### src/cit_pkg.sv
// Package of constants and types for the counter input timing block.
package cit_pkg;

	// ----------------------------------------------------------------
	// Widths and reset values
	// ----------------------------------------------------------------
	localparam int unsigned CNT_W    = 32;
	localparam int unsigned SCLK_SEL_W = 4;
	localparam logic [31:0] CNT_RST  = 32'h0000_0000;

	// Sample clock sources, selected by the sclk_sel port.
	localparam logic [3:0] SCLK_AI_SAMPLE = 4'h0;
	localparam logic [3:0] SCLK_AI_START  = 4'h1;
	localparam logic [3:0] SCLK_AI_REF    = 4'h2;
	localparam logic [3:0] SCLK_AO_SAMPLE = 4'h3;
	localparam logic [3:0] SCLK_DI_SAMPLE = 4'h4;
	localparam logic [3:0] SCLK_DI_START  = 4'h5;
	localparam logic [3:0] SCLK_DO_SAMPLE = 4'h6;
	localparam logic [3:0] SCLK_CTR_OUT   = 4'h7;
	localparam logic [3:0] SCLK_FREQ_OUT  = 4'h8;
	localparam logic [3:0] SCLK_PFT       = 4'h9;
	localparam logic [3:0] SCLK_CHG_DET   = 4'hA;
	localparam logic [3:0] SCLK_ANA_CMP   = 4'hB;
	localparam int unsigned SCLK_SRC_N    = 12;

	// Measurement modes.
	localparam logic [2:0] MODE_EDGE_DEMAND = 3'h0;
	localparam logic [2:0] MODE_EDGE_SCLK   = 3'h1;
	localparam logic [2:0] MODE_PW_SINGLE   = 3'h2;
	localparam logic [2:0] MODE_PW_IMPL     = 3'h3;
	localparam logic [2:0] MODE_PW_SCLK     = 3'h4;
	localparam logic [2:0] MODE_PULSE_SINGLE = 3'h5;
	localparam logic [2:0] MODE_PULSE_IMPL  = 3'h6;
	localparam logic [2:0] MODE_PULSE_SCLK  = 3'h7;

	// Count direction selection.
	localparam logic [1:0] DIR_UP   = 2'h0;
	localparam logic [1:0] DIR_DOWN = 2'h1;
	localparam logic [1:0] DIR_EXT  = 2'h2;

	typedef enum logic [1:0] {
		CIT_IDLE,
		CIT_WAIT,
		CIT_RUN,
		CIT_DONE
	} cit_state_e;

endpackage : cit_pkg

### src/cit_counter.sv
// Counter input timing core: edge counting, pulse-width and pulse capture.
`timescale 1ns/100ps
`default_nettype none

module cit_counter
	import cit_pkg::*;
#(
	parameter int unsigned DEPTH = 16
) (
	input  wire logic                  ref_clk,
	input  wire logic                  rstn,
	input  wire logic                  arm,
	input  wire logic                  disarm,
	input  wire logic [2:0]            mode,
	input  wire logic                  src_falling,
	input  wire logic                  gate_active_low,
	input  wire logic                  pause_en,
	input  wire logic [1:0]            dir_sel,
	input  wire logic                  sclk_falling,
	input  wire logic [3:0]            sclk_sel,
	input  wire logic [SCLK_SRC_N-1:0] sclk_src,
	input  wire logic                  src_in,
	input  wire logic                  gate_in,
	input  wire logic                  dir_in,
	input  wire logic                  clr_err,
	output logic [CNT_W-1:0]           count,
	output logic                       armed,
	output logic                       done,
	output logic                       overrun_err,
	output logic                       overflow_err,
	output logic [CNT_W-1:0]           strm_data,
	output logic                       strm_level,
	output logic                       strm_valid,
	input  wire logic                  strm_ready
);

	localparam int unsigned AW = $clog2(DEPTH);

	// ----------------------------------------------------------------
	// Behaviour notes
	// ----------------------------------------------------------------
	// Every pin passes two flops and, except Dir, then an edge detector, so an event on
	// a pin is acted on three clock edges after it changes. Source pulses
	// shorter than one clock period may therefore be lost; the measured
	// signals are expected to be much slower than the clock.
	//
	// The count is a plain register, so reading it never stalls or resets
	// the measurement. Edge modes step by one in either direction and wrap
	// silently at the ends of the range.
	//
	// Pulse-width modes count up only. The count restarts at the first leading Gate
	// edge after arming and then at each trailing one (every Gate edge in pulse modes),
	// and a Source edge that falls in the same cycle as a Gate edge is given to
	// neither interval, which keeps the halves apart.
	//
	// Sample-clocked pulse modes push the last completed active width on
	// every sample edge, so a slow Gate yields repeated words. The overrun
	// flag is only judged from the second sample edge on, since there is
	// no earlier interval to miss.
	//
	// The FIFO drops words when full rather than stalling the count: the
	// measurement must not be disturbed by a slow host. The sticky
	// overflow flag tells software that the stream has a gap.
	//
	// Configuration ports are read live; changing them while armed gives
	// undefined results, so software sets them up before arming.

	// ----------------------------------------------------------------
	// State
	// ----------------------------------------------------------------
	typedef struct packed {
		logic [1:0]       rst_sync;
		logic [1:0]       src_s;
		logic [1:0]       gate_s;
		logic [1:0]       dir_s;
		logic [1:0]       sclk_s;
		logic             src_prev;
		logic             gate_prev;
		logic             sclk_prev;
		cit_state_e       st;
		logic [CNT_W-1:0] cnt;
		logic [CNT_W-1:0] last_act;
		logic [CNT_W-1:0] last_inact;
		logic             have_pulse;
		logic             sampled_once;
		logic             phase_act;
		logic             overrun;
		logic             overflow;
		logic [AW:0]      wr_ptr;
		logic [AW:0]      rd_ptr;
		logic [CNT_W-1:0] out_data;
		logic             out_valid;
	} cit_state_s;

	cit_state_s q, d;
	logic [CNT_W-1:0] fifo_mem [DEPTH];

	// Reset release through two flops; the core uses the synchronised copy.
	logic [1:0] rst_pipe_q;
	logic       rst_n_sync;

	always_ff @(posedge ref_clk or negedge rstn) begin
		if (!rstn) begin
			rst_pipe_q <= 2'h0;
		end else begin
			rst_pipe_q <= {rst_pipe_q[0], 1'b1};
		end
	end

	assign rst_n_sync = rst_pipe_q[1];

	// Selects the external sample clock; no divider exists here.
	function automatic logic pick_sclk(input logic [SCLK_SRC_N-1:0] srcs,
			input logic [3:0] sel);
		pick_sclk = (sel < 4'(SCLK_SRC_N)) ? srcs[sel] : 1'b0;
	endfunction

	// ----------------------------------------------------------------
	// Next state
	// ----------------------------------------------------------------
	logic             src_edge;
	logic             gate_act;
	logic             gate_lead;
	logic             gate_trail;
	logic             sclk_edge;
	logic             push;
	logic [CNT_W-1:0] push_data;
	logic             fifo_full;
	logic             fifo_empty;
	logic             pop;
	logic             is_edge;
	logic             is_pulse;
	logic             is_single;
	logic             is_impl;
	logic             is_sclk;
	logic             cnt_en;
	logic [CNT_W-1:0] cnt_step;
	logic             ovr_set;

	always_comb begin
		d = q;
		d.rst_sync = '0;
		d.src_s  = {q.src_s[0], src_in};
		d.gate_s = {q.gate_s[0], gate_in};
		d.dir_s  = {q.dir_s[0], dir_in};
		d.sclk_s = {q.sclk_s[0], pick_sclk(sclk_src, sclk_sel)};
		d.src_prev  = q.src_s[1];
		d.gate_prev = q.gate_s[1] ^ gate_active_low;
		d.sclk_prev = q.sclk_s[1];

		// Edge events from the second synchroniser stage onward only.
		src_edge = src_falling ? (q.src_prev & ~q.src_s[1])
			: (~q.src_prev & q.src_s[1]);
		gate_act   = q.gate_s[1] ^ gate_active_low;
		gate_lead  = gate_act & ~q.gate_prev;
		gate_trail = ~gate_act & q.gate_prev;
		sclk_edge  = sclk_falling ? (q.sclk_prev & ~q.sclk_s[1])
			: (~q.sclk_prev & q.sclk_s[1]);

		is_edge   = (mode == MODE_EDGE_DEMAND) || (mode == MODE_EDGE_SCLK);
		is_pulse  = (mode == MODE_PULSE_SINGLE) || (mode == MODE_PULSE_IMPL)
			|| (mode == MODE_PULSE_SCLK);
		is_single = (mode == MODE_PW_SINGLE) || (mode == MODE_PULSE_SINGLE);
		is_impl   = (mode == MODE_PW_IMPL) || (mode == MODE_PULSE_IMPL);
		// Edge counting has only sample-clocked buffering.
		is_sclk   = (mode == MODE_EDGE_SCLK) || (mode == MODE_PW_SCLK)
			|| (mode == MODE_PULSE_SCLK);

		// Count direction for edge counting; measurements always count up.
		if (is_edge && dir_sel == DIR_DOWN) begin
			cnt_step = '1;
		end else if (is_edge && dir_sel == DIR_EXT && !q.dir_s[1]) begin
			cnt_step = '1;
		end else begin
			cnt_step = CNT_W'(1);
		end

		cnt_en    = 1'b0;
		ovr_set   = 1'b0;
		push      = 1'b0;
		push_data = q.cnt;

		case (q.st)
			CIT_IDLE: begin
				if (arm) begin
					d.cnt = CNT_RST;
					d.have_pulse = 1'b0;
					d.sampled_once = 1'b0;
					d.overrun = 1'b0;
					// Partial pulse at arm is thrown away.
					d.st = is_edge ? CIT_RUN : CIT_WAIT;
				end
			end
			CIT_WAIT: begin
				if (gate_lead) begin
					d.st = CIT_RUN;
					d.phase_act = 1'b1;
					d.cnt = CNT_RST;
				end
			end
			CIT_RUN: begin
				if (is_edge) begin
					// Pause gate blocks Source edges while active.
					cnt_en = src_edge && !(pause_en && gate_act);
					if (is_sclk && sclk_edge) begin
						push = 1'b1;
					end
				end else begin
					cnt_en = src_edge && (is_pulse || gate_act);
					if (gate_trail || (is_pulse && gate_lead)) begin
						push_data = q.cnt;
						d.cnt = CNT_RST;
						d.phase_act = gate_lead;
						if (gate_trail) begin
							d.last_act = q.cnt;
						end else begin
							d.last_inact = q.cnt;
						end
						// A pulse completes at trailing edge, or next lead in
						// pulse mode where the inactive half is also wanted.
						if (gate_trail ^ is_pulse) begin
							d.have_pulse = 1'b1;
						end
						if (is_impl) begin
							push = 1'b1;
						end else if (is_single) begin
							push = 1'b1;
							if (!is_pulse || gate_lead) begin
								d.st = CIT_DONE;
							end
						end
					end
					if (is_sclk && sclk_edge) begin
						// Report last completed width; note missing pulses.
						push = 1'b1;
						push_data = q.last_act;
						if (!q.have_pulse && q.sampled_once) begin
							d.overrun = 1'b1;
							ovr_set   = 1'b1;
						end
						d.have_pulse = 1'b0;
						d.sampled_once = 1'b1;
					end
				end
			end
			CIT_DONE: begin
				cnt_en = 1'b0;
			end
			default: d.st = CIT_IDLE;
		endcase

		if (cnt_en) begin
			d.cnt = (gate_trail || gate_lead) && !is_edge
				? d.cnt : q.cnt + cnt_step;
		end
		if (disarm) begin
			d.st = CIT_IDLE;
		end

		// FIFO write with drop on full.
		fifo_full  = (q.wr_ptr[AW] != q.rd_ptr[AW])
			&& (q.wr_ptr[AW-1:0] == q.rd_ptr[AW-1:0]);
		fifo_empty = q.wr_ptr == q.rd_ptr;
		if (push && !fifo_full) begin
			d.wr_ptr = q.wr_ptr + 1'b1;
		end else if (push) begin
			d.overflow = 1'b1;
		end

		// Output register refilled from the FIFO as the sink drains it.
		pop = !fifo_empty && (!q.out_valid || strm_ready);
		if (pop) begin
			d.out_data  = fifo_mem[q.rd_ptr[AW-1:0]];
			d.out_valid = 1'b1;
			d.rd_ptr    = q.rd_ptr + 1'b1;
		end else if (strm_ready) begin
			d.out_valid = 1'b0;
		end

		// Set wins over a clear arriving in the same cycle.
		if (clr_err) begin
			d.overflow = push && fifo_full;
			d.overrun = ovr_set;
		end
	end

	// ----------------------------------------------------------------
	// Registers
	// ----------------------------------------------------------------
	always_ff @(posedge ref_clk or negedge rst_n_sync) begin
		if (!rst_n_sync) begin
			q <= '0;
		end else begin
			q <= d;
		end
	end

	// FIFO storage array, written in the same push cycle.
	always_ff @(posedge ref_clk) begin
		if (push && !fifo_full) begin
			fifo_mem[q.wr_ptr[AW-1:0]] <= push_data;
		end
	end

	assign count        = q.cnt;
	assign armed        = (q.st == CIT_WAIT) || (q.st == CIT_RUN);
	assign done         = q.st == CIT_DONE;
	assign overrun_err  = q.overrun;
	assign overflow_err = q.overflow;
	assign strm_data    = q.out_data;
	assign strm_valid   = q.out_valid;
	assign strm_level   = ~fifo_empty;

endmodule : cit_counter

`default_nettype wire

### config.mk
export PLATFORM = sky130hd
export DESIGN_NAME = cit_counter
export DESIGN_NICKNAME = d
export VERILOG_FILES = /design/src/cit_pkg.sv /design/src/cit_counter.sv
export SDC_FILE = /design/constraint.sdc
export NUM_CORES = 1
export LEC_CHECK = 0
export BUFFER_PORTS_ARGS = -buffer_cell sky130_fd_sc_hd__buf_2
export CORE_AREA = 2 2 174 261
export CTS_CLUSTER_DIAMETER = 40
export DETAILED_ROUTE_END_ITERATION = 6
export DIE_AREA = 0 0 176 263
export GPL_ROUTABILITY_DRIVEN = 0
export PLACE_DENSITY = 0.79
export SLEW_MARGIN = 0
export SYNTH_ARGS = -nofsm -noshare
export SYNTH_HDL_FRONTEND = slang
export SYNTH_SLANG_ARGS = --single-unit
export TNS_END_PERCENT = 100
### constraint.sdc
create_clock -name ref_clk -period 4.4 [get_ports ref_clk]
set_clock_uncertainty 0.2 [all_clocks]
set_input_delay 0.88 -clock ref_clk [delete_from_list [all_inputs] [get_ports ref_clk]]
set_output_delay 0.88 -clock ref_clk [all_outputs]
set_load 0.02 [all_outputs]
### Yosys cells after proc, flatten, opt, wreduce, memory -nomap -nowiden

Memories as Yosys holds them, arrays and structs flattened. A register that Yosys moved wholly into a read port is not among the register bits.
Index checks and enable logic that the tools add are counted.

| word-level totals | value |
|---|---|
| output and inout port bits | 70 |
| bits in registers | 126 |
| input port bits | 34 |
| word-level logic and storage cells | 177 |
| memories | 1 |
| bits in latches | 0 |
| memory bits (writable) | 512 |
| bits in read-only memories | 0 |

Memory list:

| memory | depth | width | read ports | clocked after Yosys merged registers in | wr ports | line | source |
|---|---|---|---|---|---|---|---|
| fifo_mem | 16 | 32 | 1 | 1 | 1 | cit_counter.sv:96 | `logic [CNT_W-1:0] fifo_mem [DEPTH];` |

| operators by class | value |
|---|---|
| bitwise gates (word level) | 17 |
| add/subtract/negate cells | 3 |
| reduce and logical (&&, ||, !) cells | 50 |
| multiplexer cells | 53 |
| order comparisons | 2 |
| equality and inequality tests | 32 |
| shifts and indexed selects | 0 |
| $mul | 0 |
| div/mod/pow operators | 0 |

Operators by type and width:

| cell | number |
|---|---|
| 32-bit 2-to-1 mux | 9 |
| 102-bit 2-to-1 mux | 1 |
| 34-bit case mux with 3 select lines | 1 |
| 99-bit 2-to-1 mux | 1 |
| 34-bit 2-to-1 mux | 2 |
| 3-bit != test, second input constant | 13 |
| 32-bit adder | 1 |
| 1-bit 2-to-1 mux | 28 |
| 2-bit 2-to-1 mux | 8 |
| 1-bit logical AND | 14 |
| 1-bit logical OR | 13 |
| 3-bit == test, second input constant | 4 |
| 4-bit AND reduction | 3 |
| 5-bit by 1-bit adder with 5-bit output, second input constant | 2 |
| 5-bit AND reduction | 2 |
| 1-bit zero test | 9 |
| 1-bit inverter | 9 |
| 2-bit != test, second input constant | 4 |
| 8-bit AND reduction | 1 |
| 1-bit bitwise AND | 6 |
| 2-bit == test, second input constant | 3 |
| 3-bit by 2-bit == test with 1-bit output, second input constant | 2 |
| 2-bit nonzero test | 3 |
| 5-bit == test | 1 |
| 15 further kinds | 17 |

### Logic depth before layout (Yosys ltp)

Gate-level depths: netlist (run 1).

| depth | value |
|---|---|
| word-level depth | 14 |
| mapped depth | 14 |
| gate-level depth less buffers | 13 |

### Least setup slack after synthesis (run 1)

Ideal clock, no wire load.

| path | value |
|---|---|
| kind | input to register |
| start point | input gate_active_low |
| end point | memory fifo_mem[3][0] (enable) |
| library setup time | 461 ps |
| data arrival time | 4407 ps |
| buffers on the path | 0 |
| setup slack | -668 ps |
| required time | 3739 ps |
| stages | 8 |
| cell sequence | xor2_1 ha_1 o22ai_1 a31oi_1 a22oi_1 a21oi_2 nand2_1 nor3_1 |

| between the ends | value |
|---|---|
| cells in the longest elaborated chain, start to end | 11 |
| elaborated cells on any way between the ends | 13 |
| those cells by class | 6 x mux; 4 x bitwise; 3 x reduce/logical |

Ends and longest elaborated chain:

| item | line | source |
|---|---|---|
| start: declaration | cit_counter.sv:16 | `input wire logic gate_active_low,` |
| 1-bit XOR (*) | cit_counter.sv:154 | `gate_act = q.gate_s[1] ^ gate_active_low;` |
| 1-bit bitwise AND or 1-bit inverter (tied branches) | cit_counter.sv:155, cit_counter.sv:156 |  |
| 1-bit logical AND or 1-bit bitwise AND (tied branches) | cit_counter.sv:210, cit_counter.sv:156 |  |
| 1-bit logical OR (*) | cit_counter.sv:210 | `if (gate_trail \|\| (is_pulse && gate_lead)) begin` |
| 1-bit 2-to-1 mux (*) | cit_counter.sv:210 |  |
| 1-bit 2-to-1 mux (*) | cit_counter.sv:233 | `if (is_sclk && sclk_edge) begin` |
| 1-bit 2-to-1 mux (*) | cit_counter.sv:202 | `if (is_edge) begin` |
| 1-bit 2-to-1 mux (*) | cit_counter.sv:183 | `case (q.st)` |
| 1-bit logical AND (*) | cit_counter.sv:300 | `if (push && !fifo_full) begin` |
| 1-bit 2-to-1 mux (*) | cit_counter.sv:300 |  |
| 1-bit 2-to-1 mux (implied by the code) (*) | cit_counter.sv:301 | `fifo_mem[q.wr_ptr[AW-1:0]] <= push_data;` |
| end: declaration | cit_counter.sv:96 |  |

Mark *: on every way between the ends. The rest lies on a longest branch, timed or not.

### Final worst setup path (run 1)

| path | value |
|---|---|
| start point | register q[40] (netlist bit) |
| end point | output strm_level |

| between the ends | value |
|---|---|
| cells in the longest elaborated chain, start to end | 2 |

Ends and longest elaborated chain:

| item | line | source |
|---|---|---|
| start: declaration | cit_counter.sv:95 | `cit_state_s q, d;` |
| start signal: assignment | cit_counter.sv:292 | `q <= '0;` |
| start signal: assignment | cit_counter.sv:294 | `q <= d;` |
| 5-bit == test | cit_counter.sv:263 | `fifo_empty = q.wr_ptr == q.rd_ptr;` |
| 1-bit inverter | cit_counter.sv:312 | `assign strm_level = ~fifo_empty;` |
| end: declaration | cit_counter.sv:32 | `output logic strm_level,` |

No other way between the ends.

==> flow_metrics.tcl, run 1 <==
set metrics [dict create \
    drt_iter0_markers 1508 \
    internal_power_uw 11200 \
    dp_slack_ns 0.303 \
    viasPerCell 6.45 \
    synthCells 1415 \
    ys.warnings.count 0 \
    switchingPower_uw 4170 \
    rsz0062_at_grt "no" \
    fmax_ghz 0.259 \
    cts_tree "yes" \
    dp.final_hpwl_mm 33.9 \
    critPathCaptureType "output port" \
    ant_nets 0 \
    yosys-top-cells-area "edfxtp_1 (57%), mux4_2 (14%), dfrtp_1 (12%)" \
    ctsResizeCount 0 \
    worst_slew_pin_slew_ns 1.14 \
    cp.depth 6 \
    final_cell_mix "edfxtp_1 (512), mux4_2 (163), dfrtp_1 (121)" \
    r2r_cells 13 \
    critPathKind "register to output port" \
    wl_mm 59.5 \
    io_buffers 103 \
    worst_slack_ns 0.537 \
    track_usage_pct 26.6 \
    nNetsFinal 1579 \
    crit_path_end "strm_level" \
    grt_max_degree 132 \
    slowest_delay_ns 0.74 \
    antenna_found_initial 0 \
    cts_setup_buffers 0 \
    cts_buffer_depth 3 \
    final_common_cell "edfxtp_1" \
    worstPathMaxFanout 10 \
    crit_start "q[40]" \
    ys_async_sr_fraction_pct 19.7 \
    crit_required_ns 3.32 \
    wl_per_cell_um 28.0 \
    initial_core_util_pct 61.3 \
    pwr-share-comb_pct 22.6 \
    final.min_clock_period_ns 3.86 \
    path_cells "xor2_1, nor4_2, inv_1, nor2_1, inv_1, buf_2" \
    grt_pass1_vias 14500 \
    cts_buffers 58 \
    vias 13700 \
    p_clk_share_pct 32.9 \
    period_share_pct 87.8 \
    maxCapViolations 0 \
    synth_cell_types 70 \
    synthesis.area_um2 26900 \
    slew_headroom_pct 23.9 \
    timing.rr.end "count[27]" \
    synth_edf_count 512 \
    drv_slew 0 \
    cts_sinks 638 \
    ctsHoldBuffers 1 \
    reg2reg_from "q[152]" \
    ir_worst_vdd_uv 635 \
    setup_violations 0 \
    status "complete, no violations" \
    clkTransAtPathRegs_ns 0.06 \
    timing.hold.ws_ns 0.148 \
    clk-insertion-delay-late_ns 0.61 \
    area_delta_synth_final_pct 11.6 \
    cpMaxStageDelayCell "dfrtp_1" \
    synthesis.nets 1492 \
    die_h_um 263 \
    sw_frac_of_total_pct 27.0 \
    die_area_um2 46300 \
    clock-root-buffer "clkbuf_16" \
    instances_no_fill 2127 \
    n_antenna_cell 0 \
    grt_pass1_wl_mm 90.1 \
    hold_viol 0 \
    leakage_uw 0.0117 \
    core.rowCount 94 \
    crit_arrival_ns 2.78 \
    drive_gt1_share_pct 35.2 \
    overflow 0 \
    io-pin-count 104 \
    yosys_register_bits 638 \
    cp_common_cell "inv_1" \
    syn_area_per_cell_um2 19.0 \
    htree_levels 2 \
    post-place-cells 2017 \
    dr.pass1.iters 5 \
    hp-class "register to register" \
    synth_top_area_share_pct 57.2 \
    power_density_nw_per_um2 514 \
    synth_flop_cell "edfxtp_1" \
    cp_num_buf_inv 3 \
    die_x_um 176 \
    core_region_area_um2 43900 \
    cp-start-kind "register" \
    yosysTopAreaCell "edfxtp_1" \
    cp_top_family "simple AND/OR/NAND/NOR gates" \
    power_frac_seq_pct 44.4 \
    fin_tns_setup_ns 0 \
    rrSetupSlack_ns 0.87 \
    drc 0 \
    yosysSeqAreaShare_pct 68.9 \
]
## worst register-to-register path: cells and delay by family (launching register included)
family	cells	cell delay, ns
XOR/XNOR	1	0.17
buffers and inverters	1	0.23
AND/OR/NAND/NOR	4	0.68
AO/OA/AOI/OAI	5	1.16
adder cells (fa/ha/maj)	1	0.41
multiplexers	1	0.25
flip-flops	1	0.33
## power by group through the flow
stage / clock, µW / sequential, µW / combinational [µW]
3_5_place_dp: 0 / 6970 / 3510
3_3_place_gp: 0 / 6960 / 3450
5_1_grt: 5350 / 6870 / 3710
6_report: 5070 / 6850 / 3490
4_1_cts: 5140 / 6850 / 3550
2_1_floorplan: 0 / 6890 / 3010
## worst min-delay path by stage
stage	from	endpoint	slack, ns	cells past startpoint
floorplan	d[150]	d[146]	0.13	0
global placement	d[156]	d[148]	0.14	0
detailed placement	d[154]	q[154]	0.14	0
CTS	d[156]	d[148]	0.15	0
global route	rst_pipe_q[0]	rst_pipe_q[1]	0.16	0
finish	d[156]	d[148]	0.15	0
## sequential cells by signal (all words and copies together), names as in the netlist
register / count
fifo_mem: 512
q: 51
count: 32
strm_data: 32
d: 6
rst_pipe_q: 2
overflow_err: 1
overrun_err: 1
strm_valid: 1
## cell families (layout without fill, tap and decap cells)
group	after synthesis	count (layout)	share of synthesized area (%)
AND/OR/NAND/NOR	130	130	2.40
adder cells (fa/ha/maj)	43	43	2.03
other	1	1	0.0139
XOR/XNOR	40	40	1.30
buffers and inverters	145	281	3.34
multiplexers	261	261	17.7
flip-flops	638	638	68.9
AO/OA/AOI/OAI	157	157	4.27
## through the flow
stage / cell area, µm² / total power, µW / utilization, %
after floorplan: 26900 / 9900 / -
after global placement: 28100 / 10400 / 64.0
after detailed placement: 28100 / 10500 / 64.0
after CTS: 30000 / 15500 / 68.4
after global routing: 30000 / 15900 / 68.4
final: 30000 / 15400 / 68.4
## layout make-up
type / instances / area, µm²
Fill cell: 2645 / 13900
Clock buffer: 69 / 1540
Inverter: 17 / 63.8
Clock inverter: 40 / 408
Multi-Input combinational cell: 632 / 7610
Sequential cell: 638 / 18500
Tap cell: 576 / 721
Timing Repair Buffer: 155 / 1130
## per-layer routing
metal | track usage (%) | vias up | part of all wire (%)
li1 | - | 5825 | -
met1 | 33.1 | 7134 | 35
met2 | 47.8 | 649 | 55
met3 | 3.67 | 117 | 6.9
met4 | 9.49 | 0 | 3.4
met5 | 0 | - | 0
## cell usage after synthesis (3+ instances only)
library cell / count
a211o_1: 7
a211oi_1: 4
a21boi_0: 3
a21o_1: 11
a21oi_1: 32
a21oi_2: 4
a22o_1: 26
a31oi_1: 3
a32o_1: 3
and3_1: 7
buf_2: 24
buf_4: 64
buf_6: 11
clkbuf_1: 26
dfrtp_1: 126
edfxtp_1: 512
ha_1: 42
inv_1: 16
mux2_2: 96
mux4_2: 163
nand2_1: 39
nand2b_1: 5
nand3_1: 4
nand3b_1: 3
nand4_1: 9
nor2_1: 32
nor2b_1: 4
nor3_1: 9
nor3b_1: 3
o211ai_1: 8
o21a_1: 5
o21ai_0: 23
o21ai_1: 3
o21bai_1: 4
or3_1: 4
xnor2_1: 23
xor2_1: 17
(Power assumes the default switching activity.)
==> run 2: changes to the inputs <==
--- a/config.mk
+++ b/config.mk
@@ -6,10 +6,10 @@
 export NUM_CORES = 1
 export LEC_CHECK = 0
 export BUFFER_PORTS_ARGS = -buffer_cell sky130_fd_sc_hd__buf_2
-export CORE_AREA = 2 2 174 261
+export CORE_AREA = 2 2 194 234
 export CTS_CLUSTER_DIAMETER = 40
 export DETAILED_ROUTE_END_ITERATION = 6
-export DIE_AREA = 0 0 176 263
+export DIE_AREA = 0 0 196 236
 export GPL_ROUTABILITY_DRIVEN = 0
 export PLACE_DENSITY = 0.79
 export SLEW_MARGIN = 0
==> run 2 against run 1 <==
  * Setup slack improved by 0.20 ns
  * Critical endpoint is now count[19]
  * Global-route usage shrank 0.081 points
  * Highest routed layer unchanged
  * Register-to-register slack about the same
  * Sequential share of layout area is 0.51 points lower
  * Largest power group unchanged
  * Critical path type is now primary input to register
  * Routed wire length down 0.51%
==> flow_metrics.tcl, run 2 (same netlist as run 1, synthesis figures left out) <==
set metrics [dict create \
    status "complete, no violations" \
    cts_setup_buffers 0 \
    initial_core_util_pct 60.8 \
    worstHoldStart "rst_pipe_q[0]" \
    setup_violations 0 \
    internal_power_uw 11800 \
    p_clk_share_pct 35.7 \
    drc 0 \
    worst_slack_ns 0.732 \
    multiInputGateArea_um2 7610 \
    clkTransAtPathRegs_ns 0.06 \
    viasPerCell 6.49 \
    cts_buffers 69 \
    crit_start "mode[2]" \
    hold_viol 0 \
    place_area_um2 28000 \
    track_usage_pct 26.5 \
    nNetsFinal 1586 \
    rrSetupSlack_ns 0.87 \
    crit_path_end "count[19]" \
    register_area_um2 18500 \
    largest_register_ffs 512 \
    worst_slew_pin_slew_ns 0.878 \
    ant_nets 0 \
    grt_max_degree 132 \
    ir_worst_vdd_uv 504 \
    num-fill-cells 2758 \
    switchingPower_uw 4350 \
    vias 13800 \
    cts_sinks 638 \
    hp-class "register to register" \
    crit_arrival_ns 3.95 \
    sw_frac_of_total_pct 27.0 \
    grt_pass1_wl_mm 89.3 \
    cp-start-kind "primary input" \
    rsz0062_at_grt "no" \
    cts_tree "yes" \
    maxCapViolations 0 \
    fmax_ghz 0.273 \
    die_area_um2 46300 \
    critPathCaptureType "register" \
    timing.rr.end "count[19]" \
    power_frac_seq_pct 42.6 \
    overflow 0 \
    ctsResizeCount 0 \
    core.rowCount 85 \
    dr.pass1.iters 5 \
    area_delta_synth_final_pct 12.6 \
    io_buffers 103 \
    die_h_um 236 \
    slew_headroom_pct 41.5 \
    final_cell_mix "edfxtp_1 (512), mux4_2 (163), dfrtp_1 (121)" \
    grt_pass1_vias 14700 \
    die_x_um 196 \
    power_density_nw_per_um2 533 \
    crit_required_ns 4.68 \
    n_antenna_cell 0 \
    dp.final_hpwl_mm 33.8 \
    pwr-share-comb_pct 21.7 \
    drv_slew 0 \
    io-pin-count 104 \
    clock-root-buffer "clkbuf_16" \
    r2r_cells 13 \
    antenna_found_initial 0 \
    htree_levels 3 \
    dp_slack_ns 0.155 \
    fin_tns_setup_ns 0 \
    cts_buffer_depth 3 \
    drive_gt1_share_pct 35.3 \
    final.min_clock_period_ns 3.67 \
    worstPathMaxFanout 33 \
    clk-insertion-delay-late_ns 0.60 \
    core_region_area_um2 44200 \
    ctsHoldBuffers 1 \
    wl_mm 59.2 \
    final_common_cell "edfxtp_1" \
    leakage_uw 0.0118 \
    wl_per_cell_um 27.8 \
    critPathKind "primary input to register" \
    fin_area_um2 30300 \
    period_share_pct 83.4 \
    reg2reg_from "q[152]" \
    drt_iter0_markers 1448 \
]
==> run 2: cell count changes in the layout (fill, tap and decap cells not counted), sizes merged <==
cell      change
buf           -4
inv           +7
clkbuf       +15
clkinv        -6
clkinvlp      +1
==> run 2: through the flow <==
step,util [%],hold slack [ns],total power [µW],instances
after floorplan,-,0.131,9900,1415
after global placement,63.2,0.138,10400,2002
after detailed placement,63.2,0.136,10500,2002
after CTS,68.4,0.150,16300,2129
after global routing,68.4,0.153,16700,2129
final,68.4,0.148,16100,2129
==> run 2: layout make-up <==
cell class                 count  area share, %
tap                          565           2.34
inverter                      17          0.211
sequential                   638           61.3
clock inverter                42           1.45
multi-input combinational    632           25.1
clock buffer                  84           6.09
timing repair buffer         151           3.52
==> run 2: power by group through the flow <==
stage	Clock (µW)	Sequential, µW	Combinational [µW]
detailed placement	0	6990	3510
global route	6060	6890	3730
floorplan	0	6890	3010
global placement	0	6980	3440
CTS	5840	6870	3560
finish	5760	6860	3500
==> run 2: metal layers <==
| metal | track usage, % | vias to the layer above | routed length, µm |
|---|---|---|---|
| li1 | - | 5826 | - |
| met5 | 0 | - | 0 |
| met1 | 35.2 | 7183 | 22400 |
| met3 | 4.38 | 127 | 4620 |
| met4 | 11.3 | 0 | 2050 |
| met2 | 44.1 | 683 | 30100 |
==> run 2: worst min path at each step <==
stage | slack [ns] | end | cells past startpoint
detailed placement | 0.14 | q[152] | 0
global placement | 0.14 | d[148] | 0
CTS | 0.15 | rst_pipe_q[1] | 0
floorplan | 0.13 | d[146] | 0
global route | 0.15 | rst_pipe_q[1] | 0
finish | 0.15 | rst_pipe_q[1] | 0
==> run 2: critical path, cell delays in order <==
cell	delay [ns]
buf_2	0.16
nor2_1	0.22
and2_1	0.18
buf_4	0.37
ha_1	0.38
a2111o_1	0.40
a21oi_2	0.11
o21a_2	0.20
o21ai_1	0.12
nand4b_1	0.18
a21boi_0	0.14
or3_1	0.33
a32o_1	0.27
